`config.mk`:
```
export PLATFORM = sky130hd
export DESIGN_NAME = pcr_power_regs
export DESIGN_NICKNAME = d
export VERILOG_FILES = /design/src/rtl/pcr_pkg.sv /design/src/rtl/pcr_reg_if.sv /design/src/rtl/pcr_sw_clk_div.sv /design/src/rtl/pcr_i2c_slave.sv /design/src/rtl/pcr_power_regs.sv
export VERILOG_INCLUDE_DIRS = /design/src /design/src/rtl
export SDC_FILE = /design/constraint.sdc
export NUM_CORES = 1
export LEC_CHECK = 0
export ABC_AREA = 1
export BUFFER_PORTS_ARGS = -buffer_cell sky130_fd_sc_hd__buf_2
export CAP_MARGIN = 20
export CORE_MARGIN = 2
export CORE_UTILIZATION = 66
export CTS_BUF_LIST = sky130_fd_sc_hd__clkbuf_4 sky130_fd_sc_hd__clkbuf_8 sky130_fd_sc_hd__clkbuf_16
export CTS_CLUSTER_DIAMETER = 80
export DETAILED_ROUTE_END_ITERATION = 6
export GPL_TIMING_DRIVEN = 0
export PLACE_DENSITY = 0.85
export SYNTH_ARGS = -nofsm -noshare
export SYNTH_HDL_FRONTEND = slang
export SYNTH_SLANG_ARGS = --single-unit
```
`constraint.sdc`:
```
create_clock -name clk_i -period 4 [get_ports clk_i]
set_input_delay 0.8 -clock clk_i [delete_from_list [all_inputs] [get_ports clk_i]]
set_output_delay 0.8 -clock clk_i [all_outputs]
set_load 0.01 [all_outputs]
```
`src/rtl/pcr_map.svh`:
```
/*
  register offsets, field positions, reset values and clock figures of the
  power control register bank. assumes it is included by bare name.
*/
`ifndef PCR_MAP_SVH
`define PCR_MAP_SVH

// serial bus slave address; a board choice, value arbitrary
`define PCR_DEV_ADDR 7'h48

`define PCR_REG_CTL 8'h03
`define PCR_REG_OP 8'h04
`define PCR_REG_EN 8'h05

// regulator control register fields
`define PCR_CTL_ON_HI 7
`define PCR_CTL_ON_LO 5
`define PCR_CTL_ALL 4
`define PCR_CTL_GOOD_HI 3
`define PCR_CTL_GOOD_LO 1
`define PCR_CTL_GATE 0
`define PCR_CTL_RESET 8'h00

// operation control register fields
`define PCR_OP_LOW_SEL 6
`define PCR_OP_HIGH_SEL 5
`define PCR_OP_AC 4
`define PCR_OP_MASK_HI 3
`define PCR_OP_MASK_LO 1
`define PCR_OP_THERMAL 0

// enable pin control register fields
`define PCR_EN_OUT_SEL 1
`define PCR_EN_LEVEL 0

// clock figures in hertz, then sync clock divide ratios
`define PCR_CLK_HZ 20000000
`define PCR_SW_HZ 3000000
`define PCR_HZ_STEP 100000
`define PCR_DIV_LOW 3
`define PCR_DIV_HIGH 6

`endif

```
`src/rtl/pcr_pkg.sv`:
```
/*
  types shared by the power control register bank modules.
  assumes nothing of its surroundings.
*/
package pcr_pkg;

  typedef enum logic [2:0] {
    PCR_ST_IDLE = 3'b000,
    PCR_ST_ADDR = 3'b001,
    PCR_ST_PTR = 3'b010,
    PCR_ST_WDAT = 3'b011,
    PCR_ST_ACK = 3'b100,
    PCR_ST_RDAT = 3'b101,
    PCR_ST_RACK = 3'b110
  } pcr_i2c_st_type;

endpackage

```
`src/rtl/pcr_reg_if.sv`:
```
/*
  register access carrier between the serial slave and the register bank.
  assumes both ends run on the same clock.
*/
`timescale 1ns/100ps
`default_nettype none

interface pcr_reg_if;
  logic wr_stb;
  logic [7:0] addr;
  logic [7:0] wdata;
  logic [7:0] rdata;

  modport host (output wr_stb, output addr, output wdata, input rdata);
  modport regs (input wr_stb, input addr, input wdata, output rdata);
endinterface

`default_nettype wire

```
`src/rtl/pcr_sw_clk_div.sv`:
```
/*
  switching clock tick source: internal rate or a divided external sync clock.
  assumes clk_i at 20 MHz and an asynchronous sync clock pin.
*/
`timescale 1ns/100ps
`default_nettype none
`include "pcr_map.svh"

module pcr_sw_clk_div
  import pcr_pkg::*;
(
  input wire logic clk_i,
  input wire logic sys_rst_i,
  input wire logic sync_clk_i,
  input wire logic low_rate_sel_i,
  input wire logic high_rate_sel_i,
  output logic sw_tick_o
);

  localparam logic [7:0] ACC_INC = 8'(`PCR_SW_HZ / `PCR_HZ_STEP);
  localparam logic [7:0] ACC_MOD = 8'(`PCR_CLK_HZ / `PCR_HZ_STEP);

  logic sync_meta_ff;
  logic sync_s_ff;
  logic sync_d_ff;
  logic [7:0] acc_ff;
  logic [2:0] edge_cnt_ff;
  logic ext_mode;
  logic [2:0] ext_div;
  logic [7:0] nxt_acc;

  // both selects set is not a legal setting; fall back to the internal rate
  assign ext_mode = low_rate_sel_i ^ high_rate_sel_i;
  assign ext_div = high_rate_sel_i ? 3'(`PCR_DIV_HIGH) : 3'(`PCR_DIV_LOW);
  assign nxt_acc = acc_ff + ACC_INC;

  always_ff @(posedge clk_i) begin
    if (sys_rst_i) begin
      sync_meta_ff <= 1'b0;
      sync_s_ff <= 1'b0;
      sync_d_ff <= 1'b0;
    end else begin
      sync_meta_ff <= sync_clk_i;
      sync_s_ff <= sync_meta_ff;
      sync_d_ff <= sync_s_ff;
    end
  end

  // limitation: the 19.2 MHz sync rate is above half of clk_i, so its edges
  // alias here; a faster sampling clock is needed for that mode in silicon
  always_ff @(posedge clk_i) begin
    if (sys_rst_i) begin
      acc_ff <= 8'h00;
      edge_cnt_ff <= 3'h0;
      sw_tick_o <= 1'b0;
    end else if (ext_mode) begin
      acc_ff <= 8'h00;
      sw_tick_o <= 1'b0;
      if (sync_s_ff && !sync_d_ff) begin
        if (edge_cnt_ff >= ext_div - 3'h1) begin
          edge_cnt_ff <= 3'h0;
          sw_tick_o <= 1'b1;
        end else begin
          edge_cnt_ff <= edge_cnt_ff + 3'h1;
        end
      end
    end else begin
      edge_cnt_ff <= 3'h0;
      // fractional accumulator gives 3 ticks per 20 clocks
      if (nxt_acc >= ACC_MOD) begin
        acc_ff <= nxt_acc - ACC_MOD;
        sw_tick_o <= 1'b1;
      end else begin
        acc_ff <= nxt_acc;
        sw_tick_o <= 1'b0;
      end
    end
  end

endmodule

`default_nettype wire

```
`src/rtl/pcr_i2c_slave.sv`:
```
/*
  two-wire serial register slave: device address, register pointer, data
  bytes with auto increment; reads from the current pointer.
  assumes scl/sda are pins well slower than clk_i (up to 400 kHz).
*/
`timescale 1ns/100ps
`default_nettype none
`include "pcr_map.svh"

module pcr_i2c_slave
  import pcr_pkg::*;
#(
  parameter logic [6:0] DEV_ADDR = `PCR_DEV_ADDR
) (
  input wire logic clk_i,
  input wire logic sys_rst_i,
  input wire logic scl_i,
  input wire logic sda_i,
  output logic sda_oe_n_o,
  pcr_reg_if.host rif
);

  logic [1:0] pin_meta_ff;
  logic [1:0] pin_s_ff;
  logic [1:0] pin_d_ff;
  pcr_i2c_st_type st_ff;
  pcr_i2c_st_type after_ff;
  logic [7:0] shreg_ff;
  logic [3:0] bitcnt_ff;
  logic [7:0] ptr_ff;
  logic wr_stb_ff;
  logic [7:0] wdata_ff;
  logic scl_s;
  logic sda_s;
  logic bus_start;
  logic bus_stop;
  logic scl_rise;
  logic scl_fall;
  logic byte_done;

  assign scl_s = pin_s_ff[1];
  assign sda_s = pin_s_ff[0];
  assign bus_start = scl_s && pin_d_ff[1] && pin_d_ff[0] && !sda_s;
  assign bus_stop = scl_s && pin_d_ff[1] && !pin_d_ff[0] && sda_s;
  assign scl_rise = scl_s && !pin_d_ff[1];
  assign scl_fall = !scl_s && pin_d_ff[1];
  assign byte_done = (bitcnt_ff == 4'h8);
  assign rif.wr_stb = wr_stb_ff;
  assign rif.wdata = wdata_ff;
  assign rif.addr = ptr_ff;

  always_ff @(posedge clk_i) begin
    if (sys_rst_i) begin
      pin_meta_ff <= 2'h3;
      pin_s_ff <= 2'h3;
      pin_d_ff <= 2'h3;
    end else begin
      pin_meta_ff <= {scl_i, sda_i};
      pin_s_ff <= pin_meta_ff;
      pin_d_ff <= pin_s_ff;
    end
  end

  always_ff @(posedge clk_i) begin
    if (sys_rst_i) begin
      st_ff <= PCR_ST_IDLE;
      after_ff <= PCR_ST_IDLE;
      shreg_ff <= 8'h00;
      bitcnt_ff <= 4'h0;
      ptr_ff <= 8'h00;
      sda_oe_n_o <= 1'b1;
      wr_stb_ff <= 1'b0;
      wdata_ff <= 8'h00;
    end else begin
      wr_stb_ff <= 1'b0;
      // pointer moves one cycle after the write so the strobe sees its address
      if (wr_stb_ff) begin
        ptr_ff <= ptr_ff + 8'h01;
      end
      if (bus_start) begin
        st_ff <= PCR_ST_ADDR;
        bitcnt_ff <= 4'h0;
        sda_oe_n_o <= 1'b1;
      end else if (bus_stop) begin
        st_ff <= PCR_ST_IDLE;
        sda_oe_n_o <= 1'b1;
      end else if (scl_rise) begin
        unique case (st_ff)
          PCR_ST_ADDR, PCR_ST_PTR, PCR_ST_WDAT: begin
            shreg_ff <= {shreg_ff[6:0], sda_s};
            bitcnt_ff <= bitcnt_ff + 4'h1;
          end
          PCR_ST_RDAT: bitcnt_ff <= bitcnt_ff + 4'h1;
          PCR_ST_RACK: begin
            if (sda_s) begin
              st_ff <= PCR_ST_IDLE;
            end else begin
              shreg_ff <= rif.rdata;
              ptr_ff <= ptr_ff + 8'h01;
            end
          end
          PCR_ST_IDLE, PCR_ST_ACK: begin
          end
        endcase
      end else if (scl_fall) begin
        unique case (st_ff)
          PCR_ST_ADDR: begin
            if (byte_done && shreg_ff[7:1] == DEV_ADDR) begin
              st_ff <= PCR_ST_ACK;
              sda_oe_n_o <= 1'b0;
              bitcnt_ff <= 4'h0;
              if (shreg_ff[0]) begin
                after_ff <= PCR_ST_RDAT;
                shreg_ff <= rif.rdata;
                ptr_ff <= ptr_ff + 8'h01;
              end else begin
                after_ff <= PCR_ST_PTR;
              end
            end else if (byte_done) begin
              st_ff <= PCR_ST_IDLE;
            end
          end
          PCR_ST_PTR, PCR_ST_WDAT: begin
            if (byte_done) begin
              if (st_ff == PCR_ST_PTR) begin
                ptr_ff <= shreg_ff;
              end else begin
                wr_stb_ff <= 1'b1;
                wdata_ff <= shreg_ff;
              end
              st_ff <= PCR_ST_ACK;
              after_ff <= PCR_ST_WDAT;
              sda_oe_n_o <= 1'b0;
              bitcnt_ff <= 4'h0;
            end
          end
          PCR_ST_ACK: begin
            st_ff <= after_ff;
            if (after_ff == PCR_ST_RDAT) begin
              sda_oe_n_o <= shreg_ff[7];
              shreg_ff <= {shreg_ff[6:0], 1'b0};
            end else begin
              sda_oe_n_o <= 1'b1;
            end
          end
          PCR_ST_RDAT: begin
            if (byte_done) begin
              sda_oe_n_o <= 1'b1;
              st_ff <= PCR_ST_RACK;
            end else begin
              sda_oe_n_o <= shreg_ff[7];
              shreg_ff <= {shreg_ff[6:0], 1'b0};
            end
          end
          PCR_ST_RACK: begin
            st_ff <= PCR_ST_RDAT;
            bitcnt_ff <= 4'h0;
            sda_oe_n_o <= shreg_ff[7];
            shreg_ff <= {shreg_ff[6:0], 1'b0};
          end
          PCR_ST_IDLE: begin
          end
        endcase
      end
    end
  end

endmodule

`default_nettype wire

```
`src/rtl/pcr_power_regs.sv`:
```
/*
  power control register bank: regulator enables, power-good status,
  camera shutdown gating, sync clock selection, thermal latch, enable pin.
  assumes analog comparators for power good and thermal trip, a power-on
  reset on sys_rst_i, and fuse mask levels stable while reset is held.
*/
`timescale 1ns/100ps
`default_nettype none
`include "pcr_map.svh"

// Contract
// bits 7,6,5 switch each regulator on
// sequence-all bit works only with individual bits clear
// bits 3,2,1 read back power-good status
// gate bit set: shutdown output follows power good; code also needs a regulator enable set and the thermal latch clear
// gate clear, pin low: shutdown output low
// pin high acts as gate bit set
// low-rate sync select divides external clock by 3
// high-rate sync select divides external clock by 6
// host never sets both sync selects
// no sync select: internal 3 MHz switching clock
// bit 4 selects ac or dc sync path
// sync selects frozen while switching regulators run
// fuse-loaded masks drop a regulator from power good
// bit 0 latches a thermal trip event
// thermal latch set blocks all regulator activation
// enable pin control bit 1 picks pin output mode
// enable pin control bit 0 sets output level
// shutdown high only with good and pin/gate
// individual enables disable automatic sequencing
// power good high at 80 percent of target
// reserved bits ignore writes, read zero
module pcr_power_regs
  import pcr_pkg::*;
#(
  parameter logic [6:0] DEV_ADDR = `PCR_DEV_ADDR
) (
  input wire logic clk_i,
  input wire logic sys_rst_i,
  input wire logic scl_i,
  input wire logic sda_i,
  output logic sda_o,
  output logic sda_oe_n_o,
  input wire logic en_pin_i,
  output logic en_pin_o,
  output logic en_pin_oe_n_o,
  input wire logic sync_clk_i,
  input wire logic [2:0] fuse_mask_i,
  input wire logic first_buck_good_i,
  input wire logic second_buck_good_i,
  input wire logic linear_reg_good_i,
  input wire logic thermal_event_i,
  output logic first_buck_on_o,
  output logic second_buck_on_o,
  output logic linear_reg_on_o,
  output logic seq_all_on_o,
  output logic ext_clk_ac_path_o,
  output logic sw_clk_tick_o,
  output logic camera_shutdown_n_o
);

  pcr_reg_if rif ();

  logic [4:0] in_meta_ff;
  logic [4:0] in_s_ff;
  logic [2:0] reg_on_ff;
  logic seq_all_ff;
  logic shutdown_out_gate_ff;
  logic ext_clk_low_rate_sel_ff;
  logic ext_clk_high_rate_sel_ff;
  logic ext_clk_ac_path_ff;
  logic [2:0] good_mask_ff;
  logic thermal_trip_latch_ff;
  logic enable_pin_output_sel_ff;
  logic gpio_out_level_ff;
  logic [2:0] good_s;
  logic thermal_s;
  logic en_input;
  logic power_ok;
  logic any_enable;
  logic seq_request;
  logic sw_running;
  logic wr_ctl;
  logic wr_op;
  logic wr_en;
  logic [7:0] rdata_c;

  pcr_i2c_slave #(
    .DEV_ADDR(DEV_ADDR)
  ) u_slave (
    .clk_i(clk_i),
    .sys_rst_i(sys_rst_i),
    .scl_i(scl_i),
    .sda_i(sda_i),
    .sda_oe_n_o(sda_oe_n_o),
    .rif(rif)
  );

  pcr_sw_clk_div u_div (
    .clk_i(clk_i),
    .sys_rst_i(sys_rst_i),
    .sync_clk_i(sync_clk_i),
    .low_rate_sel_i(ext_clk_low_rate_sel_ff),
    .high_rate_sel_i(ext_clk_high_rate_sel_ff),
    .sw_tick_o(sw_clk_tick_o)
  );

  // open drain: the data pin is only ever pulled low
  assign sda_o = 1'b0;

  // power good arrives from the 80 percent comparators, so only synchronised here
  always_ff @(posedge clk_i) begin
    if (sys_rst_i) begin
      in_meta_ff <= 5'h00;
      in_s_ff <= 5'h00;
    end else begin
      in_meta_ff <= {thermal_event_i, en_pin_i, first_buck_good_i,
                     second_buck_good_i, linear_reg_good_i};
      in_s_ff <= in_meta_ff;
    end
  end

  assign good_s = in_s_ff[2:0];
  assign thermal_s = in_s_ff[4];
  // the enable function is ignored while the pin is an output
  assign en_input = in_s_ff[3] && !enable_pin_output_sel_ff;
  assign power_ok = &(good_s | good_mask_ff);
  assign any_enable = ((|reg_on_ff) || seq_all_ff) && !thermal_trip_latch_ff;
  // individual enables hand timing to the host and stop the sequencer
  assign seq_request = (seq_all_ff || en_input) && !(|reg_on_ff);
  assign sw_running = first_buck_on_o || second_buck_on_o || seq_all_on_o;
  assign wr_ctl = rif.wr_stb && (rif.addr == `PCR_REG_CTL);
  assign wr_op = rif.wr_stb && (rif.addr == `PCR_REG_OP);
  assign wr_en = rif.wr_stb && (rif.addr == `PCR_REG_EN);

  always_ff @(posedge clk_i) begin
    if (sys_rst_i) begin
      reg_on_ff <= 3'h0;
      seq_all_ff <= 1'b0;
      shutdown_out_gate_ff <= 1'b0;
    end else if (wr_ctl) begin
      reg_on_ff <= rif.wdata[`PCR_CTL_ON_HI:`PCR_CTL_ON_LO];
      seq_all_ff <= rif.wdata[`PCR_CTL_ALL];
      shutdown_out_gate_ff <= rif.wdata[`PCR_CTL_GATE];
    end
  end

  // sync selection only moves while no switching regulator runs
  always_ff @(posedge clk_i) begin
    if (sys_rst_i) begin
      ext_clk_low_rate_sel_ff <= 1'b0;
      ext_clk_high_rate_sel_ff <= 1'b0;
      ext_clk_ac_path_ff <= 1'b0;
    end else if (wr_op && !sw_running) begin
      ext_clk_low_rate_sel_ff <= rif.wdata[`PCR_OP_LOW_SEL];
      ext_clk_high_rate_sel_ff <= rif.wdata[`PCR_OP_HIGH_SEL];
      ext_clk_ac_path_ff <= rif.wdata[`PCR_OP_AC];
    end
  end

  // fuses are loaded while reset is held, then software may override
  always_ff @(posedge clk_i) begin
    if (sys_rst_i) begin
      good_mask_ff <= fuse_mask_i;
    end else if (wr_op) begin
      good_mask_ff <= rif.wdata[`PCR_OP_MASK_HI:`PCR_OP_MASK_LO];
    end
  end

  // a trip in the clearing cycle wins, so no event is lost
  always_ff @(posedge clk_i) begin
    if (sys_rst_i) begin
      thermal_trip_latch_ff <= 1'b0;
    end else if (thermal_s) begin
      thermal_trip_latch_ff <= 1'b1;
    end else if (wr_op && !rif.wdata[`PCR_OP_THERMAL]) begin
      thermal_trip_latch_ff <= 1'b0;
    end
  end

  always_ff @(posedge clk_i) begin
    if (sys_rst_i) begin
      enable_pin_output_sel_ff <= 1'b0;
      gpio_out_level_ff <= 1'b0;
    end else if (wr_en) begin
      enable_pin_output_sel_ff <= rif.wdata[`PCR_EN_OUT_SEL];
      gpio_out_level_ff <= rif.wdata[`PCR_EN_LEVEL];
    end
  end

  // unmapped and reserved bits read zero, writes to them are dropped
  always_comb begin
    rdata_c = 8'h00;
    unique case (rif.addr)
      `PCR_REG_CTL: begin
        rdata_c = {reg_on_ff, seq_all_ff, good_s, shutdown_out_gate_ff};
      end
      `PCR_REG_OP: begin
        rdata_c = {1'b0, ext_clk_low_rate_sel_ff, ext_clk_high_rate_sel_ff,
                   ext_clk_ac_path_ff, good_mask_ff, thermal_trip_latch_ff};
      end
      `PCR_REG_EN: begin
        rdata_c = {6'h00, enable_pin_output_sel_ff, gpio_out_level_ff};
      end
      default: begin
        rdata_c = 8'h00;
      end
    endcase
  end

  assign rif.rdata = rdata_c;

  always_ff @(posedge clk_i) begin
    if (sys_rst_i) begin
      first_buck_on_o <= 1'b0;
      second_buck_on_o <= 1'b0;
      linear_reg_on_o <= 1'b0;
      seq_all_on_o <= 1'b0;
    end else begin
      // the latched trip holds every regulator off
      first_buck_on_o <= reg_on_ff[2] && !thermal_trip_latch_ff;
      second_buck_on_o <= reg_on_ff[1] && !thermal_trip_latch_ff;
      linear_reg_on_o <= reg_on_ff[0] && !thermal_trip_latch_ff;
      seq_all_on_o <= seq_request && !thermal_trip_latch_ff;
    end
  end

  always_ff @(posedge clk_i) begin
    if (sys_rst_i) begin
      camera_shutdown_n_o <= 1'b0;
      ext_clk_ac_path_o <= 1'b0;
      en_pin_o <= 1'b0;
      en_pin_oe_n_o <= 1'b1;
    end else begin
      // pin high overrides the gate bit; gate needs an enabled regulator
      camera_shutdown_n_o <= power_ok && (en_input || (shutdown_out_gate_ff && any_enable));
      ext_clk_ac_path_o <= ext_clk_ac_path_ff;
      en_pin_o <= gpio_out_level_ff;
      en_pin_oe_n_o <= !enable_pin_output_sel_ff;
    end
  end

  chk_indiv_enable_on: assert property (
    @(posedge clk_i) disable iff (sys_rst_i)
    (reg_on_ff[2] && !thermal_trip_latch_ff) |=> first_buck_on_o)
    else $error("first buck not switched on by its enable bit");

  chk_seq_all_gate: assert property (
    @(posedge clk_i) disable iff (sys_rst_i)
    seq_all_on_o |-> $past(reg_on_ff) == 3'h0)
    else $error("sequencer ran with an individual enable set");

  chk_good_readback: assert property (
    @(posedge clk_i) disable iff (sys_rst_i)
    (rif.addr == `PCR_REG_CTL) |-> rif.rdata[3:1] == $past({first_buck_good_i,
                                   second_buck_good_i, linear_reg_good_i}, 2))
    else $error("power good bits do not read back status");

  chk_gate_follows_good: assert property (
    @(posedge clk_i) disable iff (sys_rst_i)
    (shutdown_out_gate_ff && any_enable && power_ok) |=> camera_shutdown_n_o)
    else $error("shutdown output not released with gate and good");

  chk_gate_low_hold: assert property (
    @(posedge clk_i) disable iff (sys_rst_i)
    (!shutdown_out_gate_ff && !en_input) |=> !camera_shutdown_n_o)
    else $error("shutdown output high with gate and pin low");

  chk_pin_override: assert property (
    @(posedge clk_i) disable iff (sys_rst_i)
    en_input |=> camera_shutdown_n_o == $past(power_ok))
    else $error("shutdown output ignores power good with pin high");

  chk_sync_sel_frozen: assert property (
    @(posedge clk_i) disable iff (sys_rst_i)
    sw_running |=> $stable({ext_clk_low_rate_sel_ff, ext_clk_high_rate_sel_ff,
                            ext_clk_ac_path_ff}))
    else $error("sync selection changed while switching");

  chk_thermal_latch: assert property (
    @(posedge clk_i) disable iff (sys_rst_i)
    thermal_s |=> thermal_trip_latch_ff ##1 (thermal_trip_latch_ff || $past(wr_op)))
    else $error("thermal trip not latched");

  chk_thermal_block: assert property (
    @(posedge clk_i) disable iff (sys_rst_i)
    thermal_trip_latch_ff |=> !(first_buck_on_o || second_buck_on_o ||
                                linear_reg_on_o || seq_all_on_o))
    else $error("regulator active with thermal latch set");

  chk_gpio_drive: assert property (
    @(posedge clk_i) disable iff (sys_rst_i)
    enable_pin_output_sel_ff |=> !en_pin_oe_n_o && en_pin_o == $past(gpio_out_level_ff))
    else $error("enable pin not driven at programmed level");

  chk_reserved_zero: assert property (
    @(posedge clk_i) disable iff (sys_rst_i)
    (rif.addr == `PCR_REG_EN) |-> rif.rdata[7:2] == 6'h00)
    else $error("reserved enable pin bits read nonzero");

endmodule

`default_nettype wire

```
==> metrics.md, run 1 <==
| Metric | Value |
|---|---|
| M3 GR Usage | `6.16%` |
| Switch Pwr | `535 uW` |
| Global-route met1 utilization | `38.3%` |
| Mapped Area | `0.00471 mm2` |
| # IOs | `24` |
| Final setup TNS | `0 ns` |
| Post-synth EDFFs | `3` |
| Total Die Area | `0.00783 mm2` |
| Starting DRT DRC Count | `475` |
| Antenna diodes | `0` |
| RSZ-0062 raised after global routing | `false` |
| Critical Path End Type | `register` |
| Syn_nets | `713` |
| Starting Density | `68.9%` |
| Mean Syn Cell Area | `6.89 um2` |
| Number of global-route vias before repair | `4019` |
| Final Cell Area | `0.00513 mm2` |
| Area share of the largest cell type after synthesis | `36.1%` |
| Final period utilization | `53.8%` |
| Hold Fails Final Rpt | `0` |
| Async S/R FF share, synth | `0%` |
| Sw frac | `30.3%` |
| Clk sinks | `88` |
| First-pass GRT wire length | `18300 um` |
| YS warnings | `0` |
| Placed cell count | `801` |
| Register area share after synthesis | `38.0%` |
| Footprint of the multi-input gates | `0.00247 mm2` |
| CTS Root Cell | `clkbuf_8` |
| Met2 Usage GRT | `52.4%` |
| Die X | `88.5 um` |
| Initial antenna violation count | `0` |
| Relative slew slack | `51.3%` |
| GRT Residual Overflow | `0` |
| Total global routing track utilization | `29.9%` |
| Clock Skew | `0.0102 ns` |
| Internal Power | `1.23 mW` |
| Synth cell types | `47` |
| Status | `completed` |
| CP required | `4.29 ns` |
| Most Crowded Layer GR | `met2` |
| Die height | `88.5 um` |
| Cell mode on critical path | `inv_1` |
| Post-DRT Antenna Nets | `0` |
| Cts bufs inserted | `9` |
| Synthesized instance count | `684` |
| Setup crit start kind | `register` |
| Worst path cell trace | `inv_1 > ha_1 > inv_1 > nor2_1 > inv_1 > a21oi_1 > o21ai_1 > nand2_1 > nand2_1 > o21ai_0` |
| IO buf count | `21` |
| Least-Margin Pin Slew | `0.727 ns` |
| GP Congestion | `0.934` |
| Hold Crit Class | `reg2reg` |
| Comb power frac | `12.2%` |
| Area contributors post-synth | `dfxtp_1 36%, nand2_1 14%, inv_1 7.5%` |
| Pre-CTS setup slack | `1.65 ns` |
| DR WL/cell | `13.8 um` |
| Period minus WS final | `2.15 ns` |
| Slew Limit Fails | `0` |
| 1st-pass router iterations | `5` |
| Setup bufs post-CTS | `0` |
| Power Density | `344 mW/mm2` |
| Area of the core | `0.00683 mm2` |
| PnR Total Power | `1.77 mW` |
| Max Clk Rate | `465 MHz` |
| Placed cell area | `0.00493 mm2` |
| CTS tree | `yes` |
| H-tree depth | `3` |
| Final worst-path setup slack | `1.85 ns` |
| Rows | `30` |
| Hold buffers post-CTS | `0` |
| Number of fill cells | `558` |
| Pin count of the biggest net entering global routing | `19` |
| Crit Path Max Fanout | `8` |
| Highest cell delay on the worst timing path | `0.58 ns` |
| DRC | `0` |
| Clk Latency, worst-skew pair | `0.37 ns` |
| Worst vdd ir | `0.000281 V` |
| Final-report setup violation count | `0` |
| Area Overhead vs Synth | `8.98%` |
| Clock Power Share | `34.9%` |
| Max_cap viols | `0` |
| FF/Latch Area | `0.00179 mm2` |
| Seq pwr share | `52.9%` |
| Layout cell share with drive strength beyond 1 | `11.8%` |
| Worst path arrival time | `2.44 ns` |
| Leak pwr | `2.26 nW` |
| Post-synthesis register bit count | `88` |
| Top FF cell, synth | `dfxtp_1` |
| Setup CP Type | `reg2reg` |
| Post-cts resize count | `0` |
| Reg clk slew, reported paths | `0.10 ns` |
| Largest buffer count on any clock path | `2` |
| Crit-path slowest cell | `nor2_1` |
| Final cell count without fillers | `817` |
| Via density | `5.53` |
| Largest area contributor in the synthesized netlist | `dfxtp_1` |
| Via count | `4517` |
| DP Wirelength | `8520 um` |
| Final nets | `745` |
| Routed Wire Length | `11300 um` |
worst max-delay path: cells and delay by family (launching register included):
family                     cells  cell delay (ns)
and+or+nand+nor                3             0.70
buffers and inverters          3             0.45
adders and majority gates      1             0.25
AOI/OAI and AO/OA              3             0.32
DFF                            1             0.34
synthesized netlist by cell type (all sizes together), types with 5 or more instances:
cell type,n
o21ai,65
nand4,5
nor3,16
clkbuf,8
xnor2,7
o211ai,8
inv,101
nand2,177
xor2,6
ha,16
nor2,81
or2,5
nand3,38
dfxtp,85
a21oi,40
layer usage:
layer	vias to the layer above	share of wire, %
li1	2253	-
met4	0	1.0
met5	-	0
met2	192	49
met3	18	7.9
met1	2054	42
state kept, by name (all words and copies together), names as in the netlist, 2 cells and up:
name                 count
u_slave.pin_d_ff         2
u_slave.pin_s_ff         2
u_div.acc_ff             7
u_slave.rif.addr         8
reg_on_ff                3
u_slave.pin_meta_ff      2
u_slave.after_ff         3
u_div.edge_cnt_ff        3
u_slave.rif.wdata        8
in_s_ff                  5
u_slave.st_ff            3
good_mask_ff             3
u_slave.bitcnt_ff        4
u_slave.shreg_ff         8
in_meta_ff               5
kinds of logic after synthesis:
group	Yosys count	share of synthesized area [%]
compound gates	127	15.1
flops	88	38.0
simple gates	325	30.7
xor+xnor	13	2.42
buf+inv	114	9.40
other cells	1	0.0796
fa+ha+maj	16	4.25
layout by cell type (no fill, tap or decap), types with 6 or more instances in the layout:
master,n
buf_2,22
nor3_1,13
clkbuf_1,8
xor2_1,6
nand2_1,172
ha_1,16
nor2_1,66
inv_1,94
dfxtp_1,85
clkbuf_8,9
o21ai_0,54
nor2_2,10
o211ai_1,8
a21oi_1,39
o21ai_1,7
inv_2,6
nand3_1,35
xnor2_1,7
area by class of cell:
cell class,count,share of cell area [%]
plain buffers,12,1.12
clock buffers,9,2.41
clock inverters,7,1.44
inverters,102,7.51
multi-input cells,482,48.2
flip-flops and latches,88,34.9
well taps,96,2.34
repair buffers,21,2.05
path summary, 6_finish.rpt:
| path | start | slack, ns | end | cells after the start |
|---|---|---|---|---|
| setup / recovery | u_slave.pin_d_ff[1] | 1.85 | u_slave.rif.addr[1] | 10 |
| hold / removal | in_meta_ff[3] | 0.41 | in_s_ff[3] | 2 |
| hold reg to reg | in_meta_ff[3] | 0.41 | in_s_ff[3] | 2 |
| setup reg to reg | u_slave.pin_d_ff[1] | 1.85 | u_slave.rif.addr[1] | 10 |
power groups by stage:
stage	clock [mW]	combinational [mW]	sequential, mW
3_3_place_gp	0	0.201	0.952
2_1_floorplan	0	0.161	0.950
4_1_cts	0.617	0.213	0.934
3_5_place_dp	0	0.210	0.954
6_report	0.616	0.216	0.935
5_1_grt	0.656	0.244	0.938
metrics by stage:
step | utilization [%] | hold slack, ns
floorplan | - | 0.388
global placement | 72.2 | 0.389
detailed placement | 72.2 | 0.394
CTS | 75.1 | 0.408
global route | 75.1 | 0.427
finish | 75.1 | 0.410
Note: power is estimated with default switching activity, not from simulation.
==> inputs of run 2 (changes only) <==
--- a/config.mk
+++ b/config.mk
@@ -10,12 +10,12 @@
 export BUFFER_PORTS_ARGS = -buffer_cell sky130_fd_sc_hd__buf_2
 export CAP_MARGIN = 20
 export CORE_MARGIN = 2
-export CORE_UTILIZATION = 66
+export CORE_UTILIZATION = 61
 export CTS_BUF_LIST = sky130_fd_sc_hd__clkbuf_4 sky130_fd_sc_hd__clkbuf_8 sky130_fd_sc_hd__clkbuf_16
 export CTS_CLUSTER_DIAMETER = 80
 export DETAILED_ROUTE_END_ITERATION = 6
 export GPL_TIMING_DRIVEN = 0
-export PLACE_DENSITY = 0.85
+export PLACE_DENSITY = 0.79
 export SYNTH_ARGS = -nofsm -noshare
 export SYNTH_HDL_FRONTEND = slang
 export SYNTH_SLANG_ARGS = --single-unit
==> constraint.sdc (replaced) <==
create_clock -name clk_i -period 2.2 [get_ports clk_i]
set_input_delay 0.44 -clock clk_i [delete_from_list [all_inputs] [get_ports clk_i]]
set_output_delay 0.44 -clock clk_i [all_outputs]
set_load 0.01 [all_outputs]
==> metrics.md, run 2 (same netlist as run 1, synthesis figures left out) <==
| Metric | Value |
|---|---|
| Relative slew slack | `49.4%` |
| Via count | `4501` |
| Leak pwr | `2.26 nW` |
| Total Die Area | `0.00844 mm2` |
| Max Clk Rate | `488 MHz` |
| Starting DRT DRC Count | `319` |
| CTS Root Cell | `clkbuf_8` |
| Final setup TNS | `0 ns` |
| Cts bufs inserted | `9` |
| Area of the core | `0.00761 mm2` |
| Hold Crit Class | `in2reg` |
| Clk sinks | `88` |
| Status | `completed` |
| Reg clk slew, reported paths | `0.10 ns` |
| Least-Margin Pin Slew | `0.756 ns` |
| RSZ-0062 raised after global routing | `false` |
| IO buf count | `21` |
| Clock Skew | `0.0121 ns` |
| Final nets | `746` |
| Period minus WS final | `2.05 ns` |
| Worst vdd ir | `0.000451 V` |
| Setup crit start kind | `register` |
| Largest buffer count on any clock path | `2` |
| Clk Latency, worst-skew pair | `0.36 ns` |
| 1st-pass router iterations | `5` |
| Starting Density | `61.9%` |
| CTS tree | `yes` |
| Crit-path slowest cell | `dfxtp_1` |
| DP Wirelength | `8560 um` |
| Crit-path leading delay family | `simple AND/OR/NAND/NOR gates` |
| Crit Path Max Fanout | `9` |
| Hold buffers post-CTS | `0` |
| Layout cell share with drive strength beyond 1 | `12.9%` |
| GRT Residual Overflow | `0` |
| Final period utilization | `93.1%` |
| GP Congestion | `0.939` |
| Power Density | `611 mW/mm2` |
| DRC | `0` |
| Final-report setup violation count | `0` |
| Number of global-route vias before repair | `4223` |
| Worst path cell trace | `inv_1 > ha_1 > nand2_1 > nor2_4 > nand3_2 > nand2_1 > nand3_1 > nand2_1 > nand2_1 > nand2_1 > nand2_1 > nand2_1 > o21ai_1` |
| Area Overhead vs Synth | `9.70%` |
| CP required | `2.46 ns` |
| Highest cell delay on the worst timing path | `0.34 ns` |
| H-tree depth | `3` |
| DR WL/cell | `13.8 um` |
| Antenna diodes | `0` |
| Slew Limit Fails | `0` |
| Setup CP Type | `reg2reg` |
| Pin count of the biggest net entering global routing | `17` |
| Total global routing track utilization | `27.8%` |
| Initial antenna violation count | `0` |
| Die X | `91.9 um` |
| Max_cap viols | `0` |
| # IOs | `24` |
| Buf+Inv Stages, Crit Path | `1` |
| Worst path arrival time | `2.30 ns` |
| Rows | `32` |
| Die height | `91.9 um` |
| Most frequent cells in the layout | `172 x nand2_1, 93 x inv_1, 85 x dfxtp_1, 64 x nor2_1, 54 x o21ai_0` |
| Routed Wire Length | `11300 um` |
| Most common cell after layout, fill and taps aside | `nand2_1` |
| Critical Path End Type | `register` |
| Via density | `5.46` |
| PnR Total Power | `3.16 mW` |
| Cell mode on critical path | `nand2_1` |
| Hold Fails Final Rpt | `0` |
| First-pass GRT wire length | `18900 um` |
| Post-DRT Antenna Nets | `0` |
run 2: final cells by class:
cell class	instances	area, um2
inverter	102	385
timing repair buffer	23	120
sequential	88	1790
multi-input combinational	482	2500
tap	102	128
fill	688	2440
clock inverter	6	56.3
clock buffer	10	131
buffer	11	53.8
run 2: per-stage QoR:
step	hold slack, ns	cell area [um2]	utilization [%]	std cells	setup WS, ns
4_1_cts	0.254	5130	67.4	823	0.0453
3_3_place_gp	0.390	4940	65.0	807	0.114
6_report	0.262	5170	67.9	824	0.152
3_5_place_dp	0.393	4940	65.0	807	0.0555
2_1_floorplan	0.388	4710	-	684	0.425
5_1_grt	0.247	5170	67.9	824	0.00201
run 2: path summary, 6_finish.rpt:
path / from / to / slack, ns / cells after the start
worst max-delay path: u_slave.bitcnt_ff[0] / u_slave.rif.addr[6] / 0.15 / 13
worst min-delay path: scl_i / u_slave.pin_meta_ff[1] / 0.26 / 2
worst max register to register: u_slave.bitcnt_ff[0] / u_slave.rif.addr[6] / 0.15 / 13
worst min register to register: in_meta_ff[1] / in_s_ff[1] / 0.40 / 2
run 2: timing repair:
action                                  4_1_cts  5_1_grt
resized for setup                             0        7
endpoints found under the setup margin        0       26
setup buffers                                 0        2
run 2: power breakdown:
group | switching [mW] | internal [mW]
Sequential | 0.0416 | 1.66
Combinational | 0.260 | 0.137
Clock | 0.620 | 0.439
run 2: layer usage:
metal | wire, um | global-route usage, %
met1 | 5080 | 35.8
met2 | 5440 | 46.7
met3 | 659 | 5.51
met4 | 172 | 9.20
met5 | 0 | 0
==> inputs of run 3 (changes only) <==
--- a/config.mk
+++ b/config.mk
@@ -6,16 +6,16 @@
 export SDC_FILE = /design/constraint.sdc
 export NUM_CORES = 1
 export LEC_CHECK = 0
-export ABC_AREA = 1
 export BUFFER_PORTS_ARGS = -buffer_cell sky130_fd_sc_hd__buf_2
 export CAP_MARGIN = 20
 export CORE_MARGIN = 2
-export CORE_UTILIZATION = 61
+export CORE_UTILIZATION = 62
 export CTS_BUF_LIST = sky130_fd_sc_hd__clkbuf_4 sky130_fd_sc_hd__clkbuf_8 sky130_fd_sc_hd__clkbuf_16
 export CTS_CLUSTER_DIAMETER = 80
 export DETAILED_ROUTE_END_ITERATION = 6
 export GPL_TIMING_DRIVEN = 0
-export PLACE_DENSITY = 0.79
+export PLACE_DENSITY = 0.8
+export SLEW_MARGIN = 20
 export SYNTH_ARGS = -nofsm -noshare
 export SYNTH_HDL_FRONTEND = slang
 export SYNTH_SLANG_ARGS = --single-unit
==> constraint.sdc (replaced) <==
create_clock -name clk_i -period 1.9 [get_ports clk_i]
set_input_delay 0.38 -clock clk_i [delete_from_list [all_inputs] [get_ports clk_i]]
set_output_delay 0.38 -clock clk_i [all_outputs]
set_load 0.01 [all_outputs]
==> metrics.md, run 3 <==
| Metric | Value |
|---|---|
| Most common cell after layout, fill and taps aside | `dfxtp_1` |
| Antenna diodes | `0` |
| Clock Power Share | `33.0%` |
| Mux cell area share after synthesis | `5.38%` |
| Routed Wire Length | `15200 um` |
| Mean Syn Cell Area | `8.76 um2` |
| Synth cell types | `83` |
| Post-DRT Antenna Nets | `0` |
| Area contributors post-synth | `dfxtp_1 34%, mux2i_1 4.2%, nor2_1 4.1%` |
| CTS Root Cell | `clkbuf_8` |
| Layout cell share with drive strength beyond 1 | `33.4%` |
| Final cell count without fillers | `734` |
| Most frequent cells in the layout | `71 x dfxtp_1, 51 x nor2_1, 36 x buf_4, 30 x nand2_1, 24 x buf_2` |
| Setup CP Type | `reg2reg` |
| # IOs | `24` |
| Final worst-path setup slack | `-0.0512 ns` |
| Slew Limit Fails | `0` |
| Cts bufs inserted | `9` |
| 1st-pass router iterations | `5` |
| Seq pwr share | `47.1%` |
| Switch Pwr | `1.25 mW` |
| Hold wc startpoint | `sda_i` |
| Compound-Gate Fraction of Synth Area | `20.6%` |
| Hold Path Sink | `u_slave.pin_meta_ff[0]` |
| Placed cell count | `689` |
| Async S/R FF share, synth | `0%` |
| Final period utilization | `103%` |
| Least-Margin Pin Slew | `0.717 ns` |
| FF/Latch Area | `0.00182 mm2` |
| Failing checks | `negative setup slack` |
| Area Overhead vs Synth | `26.6%` |
| Sw frac | `29.5%` |
| End of the worst register-to-register path | `u_slave.after_ff[0]` |
| Reg clk slew, reported paths | `0.10 ns` |
| Worst vdd ir | `0.000562 V` |
| Largest area contributor in the synthesized netlist | `dfxtp_1` |
| Post-synthesis register bit count | `88` |
| Area of the core | `0.00773 mm2` |
| Clk sinks | `88` |
| Clock Skew | `0.0126 ns` |
| GP Congestion | `0.942` |
| Area share of the largest cell type after synthesis | `34.3%` |
| Internal Power | `2.99 mW` |
| Max Clk Rate | `512 MHz` |
| CP required | `2.18 ns` |
| Post-synth EDFFs | `3` |
| Footprint of the multi-input gates | `0.00343 mm2` |
| Placed cell area | `0.00524 mm2` |
| Hold Fails Final Rpt | `0` |
| Period minus WS final | `1.95 ns` |
| Post-synthesis simple-gate area fraction | `24.6%` |
| Die height | `93.4 um` |
| Final nets | `657` |
| Synthesized instance count | `566` |
| Syn_nets | `595` |
| Rows | `32` |
| Most frequent cell after synthesis | `dfxtp_1` |
| CTS tree | `yes` |
| Final Cell Area | `0.00627 mm2` |
| Critical Path End Type | `register` |
| Synth Area in XOR/XNOR | `3.71%` |
| Pin count of the biggest net entering global routing | `16` |
| DRC | `0` |
| Adder-cell share of the synthesized area | `4.04%` |
| First-pass GRT wire length | `22300 um` |
| Hold Crit Class | `in2reg` |
| Clk Latency, worst-skew pair | `0.37 ns` |
| Register area share after synthesis | `36.1%` |
| Hold path cells | `2` |
| Post-synth top cells | `85 x dfxtp_1, 54 x nor2_1, 33 x nand2_1` |
| Die X | `93.4 um` |
| Leak pwr | `2.41 nW` |
| Status | `finished with violations` |
| Power Density | `676 mW/mm2` |
| Worst path arrival time | `2.23 ns` |
| Comb power frac | `19.9%` |
| IO buf count | `21` |
| R2R Setup Slk | `-0.05 ns` |
| Via density | `6.62` |
| Mapped Area | `0.00496 mm2` |
| Max_cap viols | `0` |
| Relative slew slack | `51.7%` |
| Total Die Area | `0.00873 mm2` |
| Largest buffer count on any clock path | `2` |
| RSZ-0062 raised after global routing | `true` |
| Top FF cell, synth | `dfxtp_1` |
| Main combinational cell family by area after synthesis | `simple AND/OR/NAND/NOR gates` |
| H-tree depth | `3` |
| R2R Path Start | `u_slave.st_ff[1]` |
| Via count | `4860` |
| Worst Hold Slack | `0.187 ns` |
| DP Wirelength | `9210 um` |
| Number of fill cells | `480` |
| Final-report setup violation count | `8` |
| Initial antenna violation count | `0` |
| Crit Path Max Fanout | `10` |
| GRT Residual Overflow | `0` |
| Number of global-route vias before repair | `4522` |
| Final setup TNS | `-0.228 ns` |
| Setup crit start kind | `register` |
| YS warnings | `0` |
| Worst Reg2Reg Path Length in Cells | `6` |
| DR WL/cell | `20.7 um` |
| Starting DRT DRC Count | `544` |
| Starting Density | `64.2%` |
| Total global routing track utilization | `33.0%` |
-- run 3: how the worst max path moves through the flow --
| stage | from | to | slack (ns) | cells after the start |
|---|---|---|---|---|
| 2_1_floorplan | u_slave.pin_d_ff[1] | u_slave.bitcnt_ff[1] | -0.005 | 8 |
| 3_3_place_gp | u_slave.pin_d_ff[0] | u_slave.rif.addr[7] | -0.31 | 6 |
| 3_5_place_dp | u_slave.pin_d_ff[0] | u_slave.rif.addr[7] | -0.34 | 6 |
| 4_1_cts | u_slave.pin_d_ff[1] | u_slave.st_ff[1] | -0.02 | 6 |
| 5_1_grt | u_slave.pin_s_ff[1] | u_slave.shreg_ff[5] | -0.11 | 7 |
| 6_report | u_slave.st_ff[1] | u_slave.after_ff[0] | -0.05 | 6 |
-- run 3: metrics by stage --
stage	total power [mW]	setup slack, ns	utilization [%]
after floorplan	2.41	-0.00544	-
after global placement	2.51	-0.312	67.7
after detailed placement	2.53	-0.341	67.7
after CTS	3.96	-0.0195	74.5
after global routing	4.39	-0.112	81.2
final	4.24	-0.0512	81.2
-- run 3: timing repair --
item                       4_1_cts  5_1_grt
setup endpoints to repair       45       49
cloned                           1        1
pin swaps                       11       20
resized for setup               53       96
hold buffers                     0        0
setup buffers                   15       19
-- run 3: worst max-delay path, stage by stage, from the launching register on --
cell and delay, ns:
dfxtp_4 0.42, buf_4 0.20, nand4b_1 0.26, buf_4 0.24, a211oi_4 0.36, nor2_1 0.11
a311oi_1 0.27
-- run 3: per-layer routing --
layer,part of all wire (%),up-vias,track usage [%]
met5,0,-,0
met4,6.1,0,15.3
met3,9.3,89,7.66
met2,47,300,53.0
met1,38,2295,41.9
li1,-,2176,-
-- run 3: power groups by stage --
stage          Combinational (mW)  Clock, mW  Sequential, mW
6_report                    0.842       1.40            2.00
5_1_grt                     0.897       1.48            2.01
4_1_cts                     0.594       1.40            1.97
3_5_place_dp                0.519          0            2.01
3_3_place_gp                0.504          0            2.01
2_1_floorplan               0.406          0            2.00
-- run 3: cells by family (layout without fill, tap and decap cells) --
group | count (synthesis) | after routing
xor+xnor | 21 | 21
flops | 88 | 88
buf+inv | 62 | 127
simple gates | 216 | 216
compound gates | 136 | 137
mux | 26 | 26
fa+ha+maj | 16 | 16
other cells | 1 | 1
-- run 3: final cells by class --
cell class	instances	area share [%]
Buffer	27	2.85
Clock buffer	10	2.37
Clock inverter	5	1.02
Inverter	29	1.83
Multi-Input combinational cell	417	54.6
Sequential cell	88	29.0
Tap cell	102	2.03
Timing Repair Buffer	56	6.24
